## src/hw/tfm_pkg.sv

```systemverilog
// constants for the terminal function-select multiplexer
// assumes one system clock; pad indices match the pad vectors of tfm_mux
package tfm_pkg;

   typedef enum logic [2:0] {
      TFM_SEL_PRI  = 3'h0,
      TFM_SEL_ALT1 = 3'h1,
      TFM_SEL_ALT2 = 3'h3,
      TFM_SEL_ALT3 = 3'h2
   } tfm_sel_t;

   // codes as seen in the select fields (enum carries gray order only)
   localparam logic [2:0] TFM_CODE_PRI  = 3'h0;
   localparam logic [2:0] TFM_CODE_ALT1 = 3'h1;
   localparam logic [2:0] TFM_CODE_ALT2 = 3'h2;
   localparam logic [2:0] TFM_CODE_ALT3 = 3'h3;

   localparam logic [31:0] TFM_SEL_RST = 32'h0000_0000;

   // field positions in function_select_register seven
   localparam int TFM_F7_GP1 = 6;
   localparam int TFM_F7_GP0 = 9;
   localparam int TFM_F7_IO5 = 12;
   localparam int TFM_F7_IO4 = 15;
   localparam int TFM_F7_IO2 = 18;
   // field positions in function_select_register eight
   localparam int TFM_F8_SDI = 0;
   localparam int TFM_F8_SDO = 3;
   localparam int TFM_F8_SCK = 6;
   localparam int TFM_F8_CS0 = 9;
   localparam int TFM_F8_CS3 = 12;

   // pad indices
   localparam int TFM_P_GP1  = 0;
   localparam int TFM_P_GP0  = 1;
   localparam int TFM_P_IO5  = 2;
   localparam int TFM_P_IO4  = 3;
   localparam int TFM_P_IO2  = 4;
   localparam int TFM_P_IO1  = 5;
   localparam int TFM_P_SCL  = 6;
   localparam int TFM_P_SDA  = 7;
   localparam int TFM_P_SDI  = 8;
   localparam int TFM_P_SDO  = 9;
   localparam int TFM_P_SCK  = 10;
   localparam int TFM_P_CS0  = 11;
   localparam int TFM_P_CS3  = 12;
   localparam int TFM_P_TDO  = 13;
   localparam int TFM_NPAD   = 14;

   localparam logic [13:0] TFM_PAD_RST_OE  = 14'h2600;
   localparam logic [13:0] TFM_PAD_RST_OUT = 14'h0000;
   localparam logic [13:0] TFM_PAD_G1      = 14'h061f;
   localparam logic [13:0] TFM_PAD_H1      = 14'h00c0;

   // fixed-function input pins
   localparam int TFM_X_BATTERY_FAIL_IN = 0;
   localparam int TFM_X_SLOW  = 1;
   localparam int TFM_X_CONFIGURATION_STRAP_IN  = 2;
   localparam int TFM_X_TDI   = 3;
   localparam int TFM_X_TMS   = 4;
   localparam int TFM_X_TCK   = 5;
   localparam int TFM_X_TRST  = 6;
   localparam int TFM_X_POR   = 7;
   localparam int TFM_NFIX    = 8;

   // input-function vector
   localparam int TFM_FN_GP1  = 0;
   localparam int TFM_FN_GP0  = 1;
   localparam int TFM_FN_RDY  = 2;
   localparam int TFM_FN_VBUS = 3;
   localparam int TFM_FN_IO5  = 4;
   localparam int TFM_FN_IO4  = 5;
   localparam int TFM_FN_DMA1 = 6;
   localparam int TFM_FN_IO2  = 7;
   localparam int TFM_FN_DMA0 = 8;
   localparam int TFM_FN_IO1  = 9;
   localparam int TFM_FN_SDI  = 10;
   localparam int TFM_FN_DSR3 = 11;
   localparam int TFM_FN_DSR1 = 12;
   localparam int TFM_FN_BDR  = 13;
   localparam int TFM_FN_CLKX = 14;
   localparam int TFM_NFN     = 15;

   // deselected levels; also the reset value of the function inputs
   localparam logic [14:0] TFM_FN_DESEL = 15'h1800;

endpackage : tfm_pkg

```

## src/hw/tfm_sync2.sv

```systemverilog
// two-flop level synchroniser for pin inputs
// assumes the input is asynchronous to clk_sys
module tfm_sync2
   import tfm_pkg::*;
(
   input  wire logic clk_sys,
   input  wire logic sys_rst,
   input  wire logic async_in,
   output logic      sync_out
);

   logic meta_reg;
   logic sync_reg;

   // meta_reg feeds only sync_reg
   always_ff @(posedge clk_sys or posedge sys_rst) begin
      if (sys_rst) begin
         meta_reg <= 1'b0;
         sync_reg <= 1'b0;
      end else begin
         meta_reg <= async_in;
         sync_reg <= meta_reg;
      end
   end

   assign sync_out = sync_reg;

endmodule // tfm_sync2

```

## src/hw/tfm_pad.sv

```systemverilog
// one pad: registered drive and enable, synchronised input level
// assumes the pad ring resolves the wire from pin_out and pin_oe
module tfm_pad
   import tfm_pkg::*;
#(
   parameter logic RST_OE  = 1'b0,
   parameter logic RST_OUT = 1'b0
)(
   input  wire logic clk_sys,
   input  wire logic sys_rst,
   input  wire logic pin_in,
   output logic      pin_out,
   output logic      pin_oe,
   input  wire logic out_next,
   input  wire logic oe_next,
   output logic      level
);

   logic out_reg;
   logic oe_reg;

   always_ff @(posedge clk_sys or posedge sys_rst) begin
      if (sys_rst) begin
         out_reg <= RST_OUT;
         oe_reg  <= RST_OE;
      end else begin
         out_reg <= out_next;
         oe_reg  <= oe_next;
      end
   end

   assign pin_out = out_reg;
   assign pin_oe  = oe_reg;

   tfm_sync2 u_sync (
      .clk_sys  (clk_sys),
      .sys_rst  (sys_rst),
      .async_in (pin_in),
      .sync_out (level)
   );

endmodule // tfm_pad

```

## src/hw/tfm_mux.sv

```systemverilog
// terminal function-select multiplexer for one pin group
// assumes pins resolve from pad_out/pad_oe; select writes from clk_sys logic
// Contract
// three-bit field picks function, 000 primary
// reg7 8:6 general pin one or rts
// reg7 11:9 pin zero, ready, power sense
// reg7 14:12 io five or low-power
// reg7 17:15 io four, request one, lamp
// reg7 20:18 io two or request zero
// reg8 2:0 input select, set-ready idles high
// reg8 5:3 serial output select, low reset
// reg8 8:6 serial clock or column seven
// reg8 11:9 high-z, select zero, tx clock
// reg8 14:12 high-z, select three, column six
// fixed pins have no select field
// two-wire pins fixed, high-z, fail tristates
// marked outputs gated by battery fail
// class two and three gate terms
// reset: bidirectionals input, serial outputs low
// test data out driven low in reset
// fields reset 000; unlisted codes stay safe
// unselected input consumers see deselected level
module tfm_mux
   import tfm_pkg::*;
(
   input  wire logic        clk_sys,
   input  wire logic        sys_rst,
   input  wire logic [31:0] function_select_7_wdata,
   input  wire logic        function_select_7_we,
   input  wire logic [31:0] function_select_8_wdata,
   input  wire logic        function_select_8_we,
   output logic      [31:0] function_select_7_rdata,
   output logic      [31:0] function_select_8_rdata,
   input  wire logic [13:0] pad_in,
   output logic      [13:0] pad_out,
   output logic      [13:0] pad_oe,
   input  wire logic [7:0]  fixed_pin_in,
   output logic      [7:0]  fixed_pin_level,
   input  wire logic [1:0]  general_pin_o,
   input  wire logic [1:0]  general_pin_oe,
   output logic      [1:0]  general_pin_i,
   input  wire logic [3:0]  proc_io_o,
   input  wire logic [3:0]  proc_io_oe,
   output logic      [3:0]  proc_io_i,
   input  wire logic        serial_c_request_to_send,
   output logic             serial_periph_ready,
   output logic             bus_power_sense,
   input  wire logic        low_power_indicator,
   output logic             external_transfer_request_one,
   output logic             external_transfer_request_zero,
   input  wire logic        indicator_lamp_two,
   output logic             three_wire_data_in,
   input  wire logic        three_wire_data_out,
   input  wire logic        three_wire_clock_out,
   input  wire logic        three_wire_select_zero,
   input  wire logic        three_wire_select_three,
   output logic             serial_c_set_ready,
   output logic             serial_a_set_ready,
   input  wire logic        serial_c_terminal_ready,
   input  wire logic        serial_a_terminal_ready,
   output logic             buffered_port_c_rx_data,
   input  wire logic        buffered_port_c_tx_data,
   input  wire logic        buffered_port_c_tx_clock_o,
   input  wire logic        buffered_port_c_tx_clock_oe,
   output logic             buffered_port_c_tx_clock_i,
   input  wire logic        keypad_column_seven,
   input  wire logic        keypad_column_six,
   input  wire logic        two_wire_clock_pull_low,
   input  wire logic        two_wire_data_pull_low,
   output logic             two_wire_clock_i,
   output logic             two_wire_data_i,
   input  wire logic        test_data_out,
   input  wire logic        general_pin_nine_level,
   input  wire logic        proc_io_line_three_level,
   output logic             gate_class_two,
   output logic             gate_class_three
);

   logic [31:0] sel7_reg, sel7_next;
   logic [31:0] sel8_reg, sel8_next;
   logic [13:0] out_next, oe_next, lvl;
   logic [14:0] fn_reg, fn_next;
   logic [2:0]  s_gp1, s_gp0, s_io5, s_io4, s_io2;
   logic [2:0]  s_sdi, s_sdo, s_sck, s_cs0, s_cs3;
   logic        battery_fail_in;

   // select registers
   always_comb begin
      sel7_next = function_select_7_we ? function_select_7_wdata : sel7_reg;
      sel8_next = function_select_8_we ? function_select_8_wdata : sel8_reg;
   end

   always_ff @(posedge clk_sys or posedge sys_rst) begin
      if (sys_rst) begin
         sel7_reg <= TFM_SEL_RST;
         sel8_reg <= TFM_SEL_RST;
         fn_reg   <= TFM_FN_DESEL;
      end else begin
         sel7_reg <= sel7_next;
         sel8_reg <= sel8_next;
         fn_reg   <= fn_next;
      end
   end

   assign function_select_7_rdata = sel7_reg;
   assign function_select_8_rdata = sel8_reg;

   assign s_gp1 = sel7_reg[TFM_F7_GP1 +: 3];
   assign s_gp0 = sel7_reg[TFM_F7_GP0 +: 3];
   assign s_io5 = sel7_reg[TFM_F7_IO5 +: 3];
   assign s_io4 = sel7_reg[TFM_F7_IO4 +: 3];
   assign s_io2 = sel7_reg[TFM_F7_IO2 +: 3];
   assign s_sdi = sel8_reg[TFM_F8_SDI +: 3];
   assign s_sdo = sel8_reg[TFM_F8_SDO +: 3];
   assign s_sck = sel8_reg[TFM_F8_SCK +: 3];
   assign s_cs0 = sel8_reg[TFM_F8_CS0 +: 3];
   assign s_cs3 = sel8_reg[TFM_F8_CS3 +: 3];

   // fixed-function inputs only pass the synchroniser
   for (genvar i = 0; i < TFM_NFIX; i++) begin : g_fix
      tfm_sync2 u_sync (
         .clk_sys  (clk_sys),
         .sys_rst  (sys_rst),
         .async_in (fixed_pin_in[i]),
         .sync_out (fixed_pin_level[i])
      );
   end

   assign battery_fail_in            = fixed_pin_level[TFM_X_BATTERY_FAIL_IN];
   assign gate_class_two   = general_pin_nine_level
                           & proc_io_line_three_level;
   assign gate_class_three = battery_fail_in & fixed_pin_level[TFM_X_POR];

   // pad drive; unlisted codes fall back to primary or high-z
   always_comb begin
      out_next = '0;
      oe_next  = '0;
      if (s_gp1 == TFM_CODE_ALT1) begin
         out_next[TFM_P_GP1] = serial_c_request_to_send;
         oe_next[TFM_P_GP1]  = 1'b1;
      end else begin
         out_next[TFM_P_GP1] = general_pin_o[1];
         oe_next[TFM_P_GP1]  = general_pin_oe[1];
      end
      if (s_gp0 != TFM_CODE_ALT1 && s_gp0 != TFM_CODE_ALT2) begin
         out_next[TFM_P_GP0] = general_pin_o[0];
         oe_next[TFM_P_GP0]  = general_pin_oe[0];
      end
      if (s_io5 == TFM_CODE_ALT1) begin
         out_next[TFM_P_IO5] = low_power_indicator;
         oe_next[TFM_P_IO5]  = 1'b1;
      end else begin
         out_next[TFM_P_IO5] = proc_io_o[3];
         oe_next[TFM_P_IO5]  = proc_io_oe[3];
      end
      if (s_io4 == TFM_CODE_ALT2) begin
         out_next[TFM_P_IO4] = indicator_lamp_two;
         oe_next[TFM_P_IO4]  = 1'b1;
      end else if (s_io4 != TFM_CODE_ALT1) begin
         out_next[TFM_P_IO4] = proc_io_o[2];
         oe_next[TFM_P_IO4]  = proc_io_oe[2];
      end
      if (s_io2 != TFM_CODE_ALT1) begin
         out_next[TFM_P_IO2] = proc_io_o[1];
         oe_next[TFM_P_IO2]  = proc_io_oe[1];
      end
      out_next[TFM_P_IO1] = proc_io_o[0];
      oe_next[TFM_P_IO1]  = proc_io_oe[0];
      // open drain: only ever drives low
      oe_next[TFM_P_SCL] = two_wire_clock_pull_low;
      oe_next[TFM_P_SDA] = two_wire_data_pull_low;
      oe_next[TFM_P_SDO] = 1'b1;
      if (s_sdo == TFM_CODE_ALT1) begin
         out_next[TFM_P_SDO] = serial_c_terminal_ready;
      end else if (s_sdo == TFM_CODE_ALT2) begin
         out_next[TFM_P_SDO] = serial_a_terminal_ready;
      end else if (s_sdo == TFM_CODE_ALT3) begin
         out_next[TFM_P_SDO] = buffered_port_c_tx_data;
      end else begin
         out_next[TFM_P_SDO] = three_wire_data_out;
      end
      oe_next[TFM_P_SCK] = 1'b1;
      if (s_sck == TFM_CODE_ALT1) begin
         out_next[TFM_P_SCK] = keypad_column_seven;
      end else begin
         out_next[TFM_P_SCK] = three_wire_clock_out;
      end
      if (s_cs0 == TFM_CODE_ALT1) begin
         out_next[TFM_P_CS0] = three_wire_select_zero;
         oe_next[TFM_P_CS0]  = 1'b1;
      end else if (s_cs0 == TFM_CODE_ALT2) begin
         out_next[TFM_P_CS0] = buffered_port_c_tx_clock_o;
         oe_next[TFM_P_CS0]  = buffered_port_c_tx_clock_oe;
      end
      if (s_cs3 == TFM_CODE_ALT1) begin
         out_next[TFM_P_CS3] = three_wire_select_three;
         oe_next[TFM_P_CS3]  = 1'b1;
      end else if (s_cs3 == TFM_CODE_ALT2) begin
         out_next[TFM_P_CS3] = keypad_column_six;
         oe_next[TFM_P_CS3]  = 1'b1;
      end
      out_next[TFM_P_TDO] = test_data_out;
      oe_next[TFM_P_TDO]  = 1'b1;
      // G1 pins keep their enable and hold low; H1 two-wire pins are released to high-z
      out_next = out_next & ~(TFM_PAD_G1 & {TFM_NPAD{battery_fail_in}});
      oe_next  = oe_next & ~(TFM_PAD_H1 & {TFM_NPAD{battery_fail_in}});
   end

   for (genvar p = 0; p < TFM_NPAD; p++) begin : g_pad
      tfm_pad #(
         .RST_OE  (TFM_PAD_RST_OE[p]),
         .RST_OUT (TFM_PAD_RST_OUT[p])
      ) u_pad (
         .clk_sys  (clk_sys),
         .sys_rst  (sys_rst),
         .pin_in   (pad_in[p]),
         .pin_out  (pad_out[p]),
         .pin_oe   (pad_oe[p]),
         .out_next (out_next[p]),
         .oe_next  (oe_next[p]),
         .level    (lvl[p])
      );
   end

   // input functions: selected one sees the pin, others their idle level
   always_comb begin
      fn_next = TFM_FN_DESEL;
      fn_next[TFM_FN_GP1]  = (s_gp1 != TFM_CODE_ALT1) & lvl[TFM_P_GP1];
      fn_next[TFM_FN_GP0]  = (s_gp0 != TFM_CODE_ALT1)
                           & (s_gp0 != TFM_CODE_ALT2) & lvl[TFM_P_GP0];
      fn_next[TFM_FN_RDY]  = (s_gp0 == TFM_CODE_ALT1) & lvl[TFM_P_GP0];
      fn_next[TFM_FN_VBUS] = (s_gp0 == TFM_CODE_ALT2) & lvl[TFM_P_GP0];
      fn_next[TFM_FN_IO5]  = (s_io5 != TFM_CODE_ALT1) & lvl[TFM_P_IO5];
      fn_next[TFM_FN_IO4]  = (s_io4 != TFM_CODE_ALT1)
                           & (s_io4 != TFM_CODE_ALT2) & lvl[TFM_P_IO4];
      fn_next[TFM_FN_DMA1] = (s_io4 == TFM_CODE_ALT1) & lvl[TFM_P_IO4];
      fn_next[TFM_FN_IO2]  = (s_io2 != TFM_CODE_ALT1) & lvl[TFM_P_IO2];
      fn_next[TFM_FN_DMA0] = (s_io2 == TFM_CODE_ALT1) & lvl[TFM_P_IO2];
      fn_next[TFM_FN_IO1]  = lvl[TFM_P_IO1];
      fn_next[TFM_FN_SDI]  = (s_sdi != TFM_CODE_ALT1)
                           & (s_sdi != TFM_CODE_ALT2)
                           & (s_sdi != TFM_CODE_ALT3) & lvl[TFM_P_SDI];
      if (s_sdi == TFM_CODE_ALT1) begin
         fn_next[TFM_FN_DSR3] = lvl[TFM_P_SDI];
      end
      if (s_sdi == TFM_CODE_ALT2) begin
         fn_next[TFM_FN_DSR1] = lvl[TFM_P_SDI];
      end
      fn_next[TFM_FN_BDR]  = (s_sdi == TFM_CODE_ALT3) & lvl[TFM_P_SDI];
      fn_next[TFM_FN_CLKX] = (s_cs0 == TFM_CODE_ALT2) & lvl[TFM_P_CS0];
   end

   assign general_pin_i  = {fn_reg[TFM_FN_GP1], fn_reg[TFM_FN_GP0]};
   assign proc_io_i      = {fn_reg[TFM_FN_IO5], fn_reg[TFM_FN_IO4],
                            fn_reg[TFM_FN_IO2], fn_reg[TFM_FN_IO1]};
   assign serial_periph_ready            = fn_reg[TFM_FN_RDY];
   assign bus_power_sense                = fn_reg[TFM_FN_VBUS];
   assign external_transfer_request_one  = fn_reg[TFM_FN_DMA1];
   assign external_transfer_request_zero = fn_reg[TFM_FN_DMA0];
   assign three_wire_data_in             = fn_reg[TFM_FN_SDI];
   assign serial_c_set_ready             = fn_reg[TFM_FN_DSR3];
   assign serial_a_set_ready             = fn_reg[TFM_FN_DSR1];
   assign buffered_port_c_rx_data        = fn_reg[TFM_FN_BDR];
   assign buffered_port_c_tx_clock_i     = fn_reg[TFM_FN_CLKX];
   assign two_wire_clock_i               = lvl[TFM_P_SCL];
   assign two_wire_data_i                = lvl[TFM_P_SDA];
endmodule // tfm_mux

```

## config.mk

```make
export PLATFORM = sky130hd
export DESIGN_NAME = tfm_mux
export DESIGN_NICKNAME = d
export VERILOG_FILES = /design/src/hw/tfm_pkg.sv /design/src/hw/tfm_sync2.sv /design/src/hw/tfm_pad.sv /design/src/hw/tfm_mux.sv
export SDC_FILE = /design/constraint.sdc
export NUM_CORES = 1
export LEC_CHECK = 0
export BUFFER_PORTS_ARGS = -buffer_cell sky130_fd_sc_hd__buf_2
export CORE_MARGIN = 5
export CORE_UTILIZATION = 25
export CTS_BUF_LIST = sky130_fd_sc_hd__clkbuf_8
export DETAILED_ROUTE_END_ITERATION = 7
export GPL_TIMING_DRIVEN = 0
export HOLD_SLACK_MARGIN = 0.1
export PLACE_DENSITY = 0.59
export RECOVER_POWER = 50
export SYNTH_ARGS = -nofsm -noshare
export SYNTH_HDL_FRONTEND = slang
export SYNTH_SLANG_ARGS = --single-unit
export TNS_END_PERCENT = 30
```

## constraint.sdc

```tcl
create_clock -name clk_sys -period 4.3 [get_ports clk_sys]
set_clock_uncertainty 0.05 [all_clocks]
set_input_delay 0.645 -clock clk_sys [delete_from_list [all_inputs] [get_ports clk_sys]]
set_output_delay 0.645 -clock clk_sys [all_outputs]
set_load 0.05 [all_outputs]
```

Yosys cells after proc, flatten, opt, wreduce, memory -nomap -nowiden
Cells that the tools add are included.

word-level totals
  flip-flop bits (word level) = 143
  output and inout port bits = 119
  logic and storage cells = 144

operators by class
  eq/ne operators = 28
  mux-type cells = 26
  bitwise operators = 22
  reduce and logical (&&, ||, !) cells = 1

operators with widths
  kind                                                                     count
  3-bit by 1-bit equality test with 1-bit output, second input constant    10
  14-bit AND                                                               2
  1-bit 2-to-1 mux                                                         26
  3-bit by 2-bit equality test with 1-bit output, second input constant    8
  1-bit AND                                                                18
  3-bit by 1-bit inequality test with 1-bit output, second input constant  6
  11-bit NOT with 14-bit output                                            1
  8-bit NOT with 14-bit output                                             1
  3-bit by 2-bit inequality test with 1-bit output, second input constant  4
  1-bit logical AND                                                        1

Depth between registers and ports, before layout
Gate-level depths: netlist of run 1.

  depth after elaboration = 5
  depth in mapped cells = 4
  depth with buffers taken out = 3

Hierarchy
A second synthesis of run 1 with hierarchy kept.

second synthesis, totals
  cell total of the unflattened synthesis = 336
  area total of the unflattened synthesis = 5,461.5 um^2

modules (own cells, without submodules)
  module                          instances  cells each  area an instance (um^2)  seq. area each (um^2)
  tfm_mux                         1          228         3,520.9                  1,979.4
  tfm_sync2                       22         3           53.8                     50.0
  tfm_pad at g_pad[0].u_pad ...   11         3           53.8                     50.0
  tfm_pad at g_pad[10].u_pad ...  3          3           55.1                     51.3

Least setup slack after synthesis of run 1
OpenSTA, ideal clock, no wires.

  path kind = input port to output port
  start point = input port general_pin_nine_level
  end point = output port gate_class_two
  arrival = 1,057 ps
  data required time = 3,605 ps
  setup slack = 2,548 ps
  cell stages on the path = 1
  buffers on the path = 0
  cell sequence = and2_1

between the ends
  word-level cells in the longest chain between the ends = 1

ends and longest elaborated chain
  what                line            RTL
  start: declaration  tfm_mux.sv:73   input wire logic general_pin_nine_level,
  1-bit AND           tfm_mux.sv:131  & proc_io_line_three_level;
  end: declaration    tfm_mux.sv:75   output logic gate_class_two,

No other way between the ends.

==> results of run 1 <==
-- critical path, delay by kind of cell --
family	cells	cell delay, ns
buffers and inverters	4	2.52
-- report_power, final --
part / switching, uW / internal (uW)
sequential: 55.0 / 1380
combinational: 482 / 199
clock: 492 / 643
-- Yosys cell counts, drive strengths merged (3+ instances only) --
master	n
a21oi	6
and2	3
buf	46
dfrtp	134
mux2	63
mux2i	4
nand2	3
nand2b	3
nand3b	5
nor2	13
nor2b	9
nor3b	6
o21ai	3
-- final timing paths --
kind | depth (start not counted) | slack [ns] | from | endpoint
setup / recovery | 4 | 1.60 | sys_rst | fn_reg[11]$_DFF_PP1_
hold / removal | 1 | 0.27 | pad_in[11] | g_pad[11].u_pad.u_sync.meta_reg$_DFF_PP0_
setup reg to reg | 3 | 2.90 | g_fix[0].u_sync.sync_out$_DFF_PP0_ | g_pad[9].u_pad.pin_out$_DFF_PP0_
hold reg to reg | 0 | 0.30 | g_pad[8].u_pad.u_sync.meta_reg$_DFF_PP0_ | g_pad[8].u_pad.u_sync.sync_out$_DFF_PP0_
max in group clk_sys | 3 | 1.80 | g_fix[0].u_sync.sync_out$_DFF_PP0_ | gate_class_three
min in group asynchronous | 2 | 0.43 | sys_rst | function_select_8_rdata[28]$_DFFE_PP0P_
-- final cells by class --
cell class              count  area [um2]
fillers                  2130       13500
flip-flops and latches    136        3410
multi-input cells         141        1200
repair buffers            229        1170
well taps                 270         338
plain buffers              46         315
clock buffers              18         248
clock inverters            14         183
inverters                   2        8.76
-- layer usage --
layer | part of all wire | global-route usage | wire, um
met1 | 0.40 | 0.122 | 4900
met5 | 0.0022 | 0 | 27
met4 | 0.022 | 0.0446 | 269
met3 | 0.073 | 0.0391 | 897
met2 | 0.50 | 0.169 | 6120
-- cells by family after synthesis --
| logic type | after synthesis |
|---|---|
| AOI/OAI and AO/OA | 14 |
| xor gates and xnor gates | 2 |
| buffers and inverters | 48 |
| DFF | 136 |
| muxes | 67 |
| other | 2 |
| and+or+nand+nor | 51 |
-- stage by stage --
stage / instance area [um2] / hold slack [ns]
after detailed placement: 6760 / 0.285
after floorplan: 5230 / 0.281
after CTS: 7190 / 0.226
after global routing: 6880 / 0.224
after global placement: 6700 / 0.281
final: 6880 / 0.272
==> results.tsv, run 1 <==
metric	value	unit
setup_tns	0	ns
async_flop_share	1.00	
hold_viol_final	0	
ctsLongestPathBuffers	2	
synthXorXnorAreaFrac	0.00336	
synth_top_family_by_area	multiplexers	
fin_ws	1.60	ns
seq_area_frac_synth	0.654	
drtPass1Iterations	4	
status	complete, but fails checks	
synth_fa_ha_area_frac	0	
power.density	473	nW/um2
cts_tree	yes	
netlist_instances	320	
final_common_cell	buf_2	
synthMuxAreaShare	0.186	
die_y	154	um
synth_compound_area_frac	0.0161	
fin_cells	856	
layout_min_cycle_time	2.70	ns
cts_max_level	4	
synth_cell_types	36	
slowest_delay	1.35	ns
synthToLayoutAreaGrowth	32.0	%
synth_area_leaders	dfrtp_1 64%, mux2_4 17%, buf_4 5.2%	
dieWidth	154	um
arrival	3.19	ns
portBuffers	226	
grt.overflow.total	0	
cts_resized	0	
synth_seq_cells	136	
drive_gt1_frac	0.531	
start_util	0.256	
maxCapViolCount	1	
hold_path.class	in -> reg	
post_cts_buffers	0	
first_iter_violations	89	
cts_sinks	136	
worst_ep_required_time	4.80	ns
violations	capacitance limit, slew limit	
ant_nets	0	
power.total	3250	uW
coreArea	20400	um2
finalCoreUtilization	0.338	
grt_max_degree	41	
worstMarginPinSlew	1.77	ns
yosys.area_share.simple	0.0610	
nNetsFinal	694	
setup_viol	0	
synthDominantCellAreaShare	0.644	
cts_root_buffer	clkbuf_8	
clk_pin_slew	0.08	ns
wire_per_inst	14.3	um
crit_path_start_kind	primary input	
antenna-diode-count	0	
preCtsSetupSlack	2.51	ns
path_cells	buf_2 -> clkinvlp_2 -> clkbuf_1 -> buf_12	
cts_made_buffers	17	
rows	52	
vdd_ir_drop_max	219	uV
clock.fmax	371	MHz
synth_flop_cell	dfrtp_1	
worstSetupPathType	in -> async	
hold_buffers	0	
final_cell_mix	225 x buf_2, 134 x dfrtp_1, 53 x mux2_1	
leakagePower	0.00344	uW
dp_hpwl	9270	um
synth_enable_flop_cells	0	
end_kind	asynchronous set/reset pin	
yosysWarnings	0	
gp_congestion	0.728	
dieArea	23800	um2
rsz0062_at_grt	false	
slew_headroom	-0.181	
grt_use_total	0.103	
clk-insertion-delay-late	0.42	ns
crit_fanout	40	
antenna_found_initial	2	
grt_pass1_wl	19200	um
grt_pass1_vias	3577	
yosys.area.top_type	dfrtp_1	
viasPerCell	3.79	
maxSlewViolCount	31	
critPathSlowestCell	clkbuf_1	
drc_errors	0	
synth.avg_cell_area	16.3	um2
wl	12200	um
num_vias	3247	
fin_crit_sh	0.627	
dp_cells	824	
num_io_pins	240	
syn-cell-area	5210	um2
(Power assumes the default switching activity.)
==> run 2: changes to the inputs <==
--- a/config.mk
+++ b/config.mk
@@ -12,7 +12,7 @@
 export DETAILED_ROUTE_END_ITERATION = 7
 export GPL_TIMING_DRIVEN = 0
 export HOLD_SLACK_MARGIN = 0.1
-export PLACE_DENSITY = 0.59
+export PLACE_DENSITY = 0.57
 export RECOVER_POWER = 50
 export SYNTH_ARGS = -nofsm -noshare
 export SYNTH_HDL_FRONTEND = slang
==> constraint.sdc (replaced) <==
create_clock -name clk_sys -period 2.54 [get_ports clk_sys]
set_clock_uncertainty 0.05 [all_clocks]
set_input_delay 0.381 -clock clk_sys [delete_from_list [all_inputs] [get_ports clk_sys]]
set_output_delay 0.381 -clock clk_sys [all_outputs]
set_load 0.05 [all_outputs]
==> run 2 against run 1 <==
Effect of this change:
- the run now ends clean
- via count is 11% higher
- die area stayed put
- sequential share of layout area is 4.6 points lower
- sequential cell count stayed put
- setup slack worse by 1.0 ns
- clock power is 41% higher
- register-to-register slack worse by 1.7 ns
- critical path type is now reg -> out
- critical endpoint is now gate_class_three
- largest power group unchanged
==> results.tsv, run 2 (synthesis gave the netlist of run 1 again) <==
metric	value	unit	change
place_area	6760	um2	unchanged
cts_tree	yes		unchanged
setup_viol	0		unchanged
drive_gt1_frac	0.477		was 0.531
finalCoreUtilization	0.373		was 0.338
maxCapViolCount	0		was 1
setup_tns	0	ns	unchanged
slew_headroom	0.218		was -0.181
first_iter_violations	78		was 89
worst_ep_required_time	2.11	ns	was 4.80 ns
start_util	0.256		unchanged
p_comb_frac	0.237		was 0.209
portBuffers	226		unchanged
cts_sinks	136		unchanged
clock.fmax	513	MHz	
ctsLongestPathBuffers	2		unchanged
coreArea	20400	um2	unchanged
worstSetupPathType	reg -> out		was in -> async
clk-insertion-delay-late	0.42	ns	about the same
synthToLayoutAreaGrowth	45.6	%	was 32.0%
p_sw	1740	uW	was 1030 uW
wl_met3	908	um	was 897 um
arrival	1.52	ns	was 3.19 ns
hold_path.class	in -> reg		unchanged
crit_fanout	10		was 40
viasPerCell	3.90		was 3.79
antenna_found_initial	1		was 2
dieWidth	154	um	unchanged
end_kind	output port		was asynchronous set/reset pin
grt_max_degree	43		was 41
power.total	5300	uW	was 3250 uW
clk_pin_slew	0.07	ns	was 0.08 ns
final_area	7590	um2	was 6880 um2
rows	52		unchanged
dr_wl_met2	6760	um	was 6120 um
num_io_pins	240		unchanged
vdd_ir_drop_max	307	uV	was 219 uV
final_cell_mix	226 x buf_2, 134 x dfrtp_1, 71 x dlygate4sd3_1		was 225 x buf_2, 134 x dfrtp_1, 53 x mux2_1
maxUsedRoutingLayer	met5		unchanged
wl_met1	5300	um	was 4900 um
power_frac_clock	0.303		was 0.349
leakagePower	0.00374	uW	was 0.00344 uW
wl	13200	um	was 12,200 um
grt.overflow.total	0		unchanged
hold_viol_final	0		unchanged
cellInternalPower	3560	uW	was 2220 uW
cts_made_buffers	17		unchanged
ant_nets	0		unchanged
r2r_slack	1.23	ns	was 2.90 ns
fin_cells	926		was 856
drc_errors	0		unchanged
gp_congestion	0.797		was 0.728
maxSlewViolCount	0		was 31
drtPass1Iterations	4		unchanged
power.density	698	nW/um2	was 473 nW/um2
cts_root_buffer	clkbuf_8		unchanged
status	complete, no violations		was complete, but fails checks
grt_use_total	0.112		was 0.103
grt_pass1_vias	4161		was 3,577
crit_path_start_kind	flop		was primary input
power_frac_seq	0.459		was 0.441
die_y	154	um	unchanged
fin_crit_sh	0.767		
worstMarginPinSlew	1.17	ns	was 1.77 ns
layout_min_cycle_time	1.95	ns	
grt_pass1_wl	21200	um	was 19,200 um
rsz0062_at_grt	false		unchanged
dieArea	23800	um2	unchanged
antenna-diode-count	0		unchanged
dp_hpwl	9710	um	was 9270 um
num_vias	3609		was 3,247
wire_per_inst	14.3	um	about the same
switching_share	0.329		was 0.317
final_common_cell	buf_2		unchanged
nNetsFinal	765		was 694
cts_max_level	4		unchanged
dp_cells	824		unchanged
cts_resized	0		unchanged
run 2: cell types whose count changed in the layout (fill, tap and decap cells not counted), moves of 3 or more:
cell | before | now
dlygate4sd3_1 | 0 | 71
clkbuf_1 | 11 | 2
buf_12 | 2 | 6
buf_6 | 1 | 5
mux2_1 | 53 | 57
mux2_4 | 5 | 1
bufinv_16 | 4 | 1
clkinv_4 | 4 | 1
run 2: metal layers:
layer  vias to the layer above  track usage
li1                       1676            -
met1                      1775        0.130
met3                        24       0.0402
met2                       132        0.191
met4                         2       0.0416
met5                         -            0
run 2: path summary, 6_finish.rpt:
check                                                        start                                       to  cells after the start
min in group asynchronous                                  sys_rst  function_select_8_rdata[30]$_DFFE_PP0P_                      3
min                                    function_select_8_wdata[31]  function_select_8_rdata[31]$_DFFE_PP0P_                      2
max reg2reg                function_select_7_rdata[19]$_DFFE_PP0P_                      fn_reg[7]$_DFF_PP0_                      2
min reg2reg                     g_fix[2].u_sync.meta_reg$_DFF_PP0_       g_fix[2].u_sync.sync_out$_DFF_PP0_                      0
max in group asynchronous                                  sys_rst                     fn_reg[11]$_DFF_PP1_                      5
max                             g_fix[0].u_sync.sync_out$_DFF_PP0_                         gate_class_three                      3
run 2: power groups by stage:
| stage | Clock [uW] | Sequential [uW] | Combinational (uW) |
|---|---|---|---|
| floorplan | 0 | 2890 | 516 |
| global placement | 0 | 2470 | 1250 |
| detailed placement | 0 | 2480 | 1280 |
| CTS | 1700 | 2440 | 1360 |
| global route | 1790 | 2460 | 1330 |
| finish | 1610 | 2430 | 1260 |
run 2: layout make-up:
type	count	area, um2
fillers	2017	12800
flip-flops and latches	136	3410
repair buffers	300	1900
multi-input cells	141	1190
plain buffers	46	395
well taps	270	338
clock buffers	19	262
clock inverters	12	88.8
inverters	2	8.76
run 2: repair_timing:
action                                 CTS  global route
hold buffers                            65             6
endpoints found under the hold margin   88             6
setup endpoints to repair                0             0
setup buffers                            0             0
run 2: stage by stage:
stage	setup slack [ns]	hold slack, ns
6_report	0.592	0.134
5_1_grt	0.459	0.0867
4_1_cts	0.488	0.100
3_5_place_dp	0.980	0.286
3_3_place_gp	-0.390	0.282
2_1_floorplan	0.417	0.281
run 2: worst max-delay path: stages (launching register included):
cell and delay [ns]:
dfrtp_1 0.34, buf_2 0.31, and2_1 0.19, buf_2 0.26
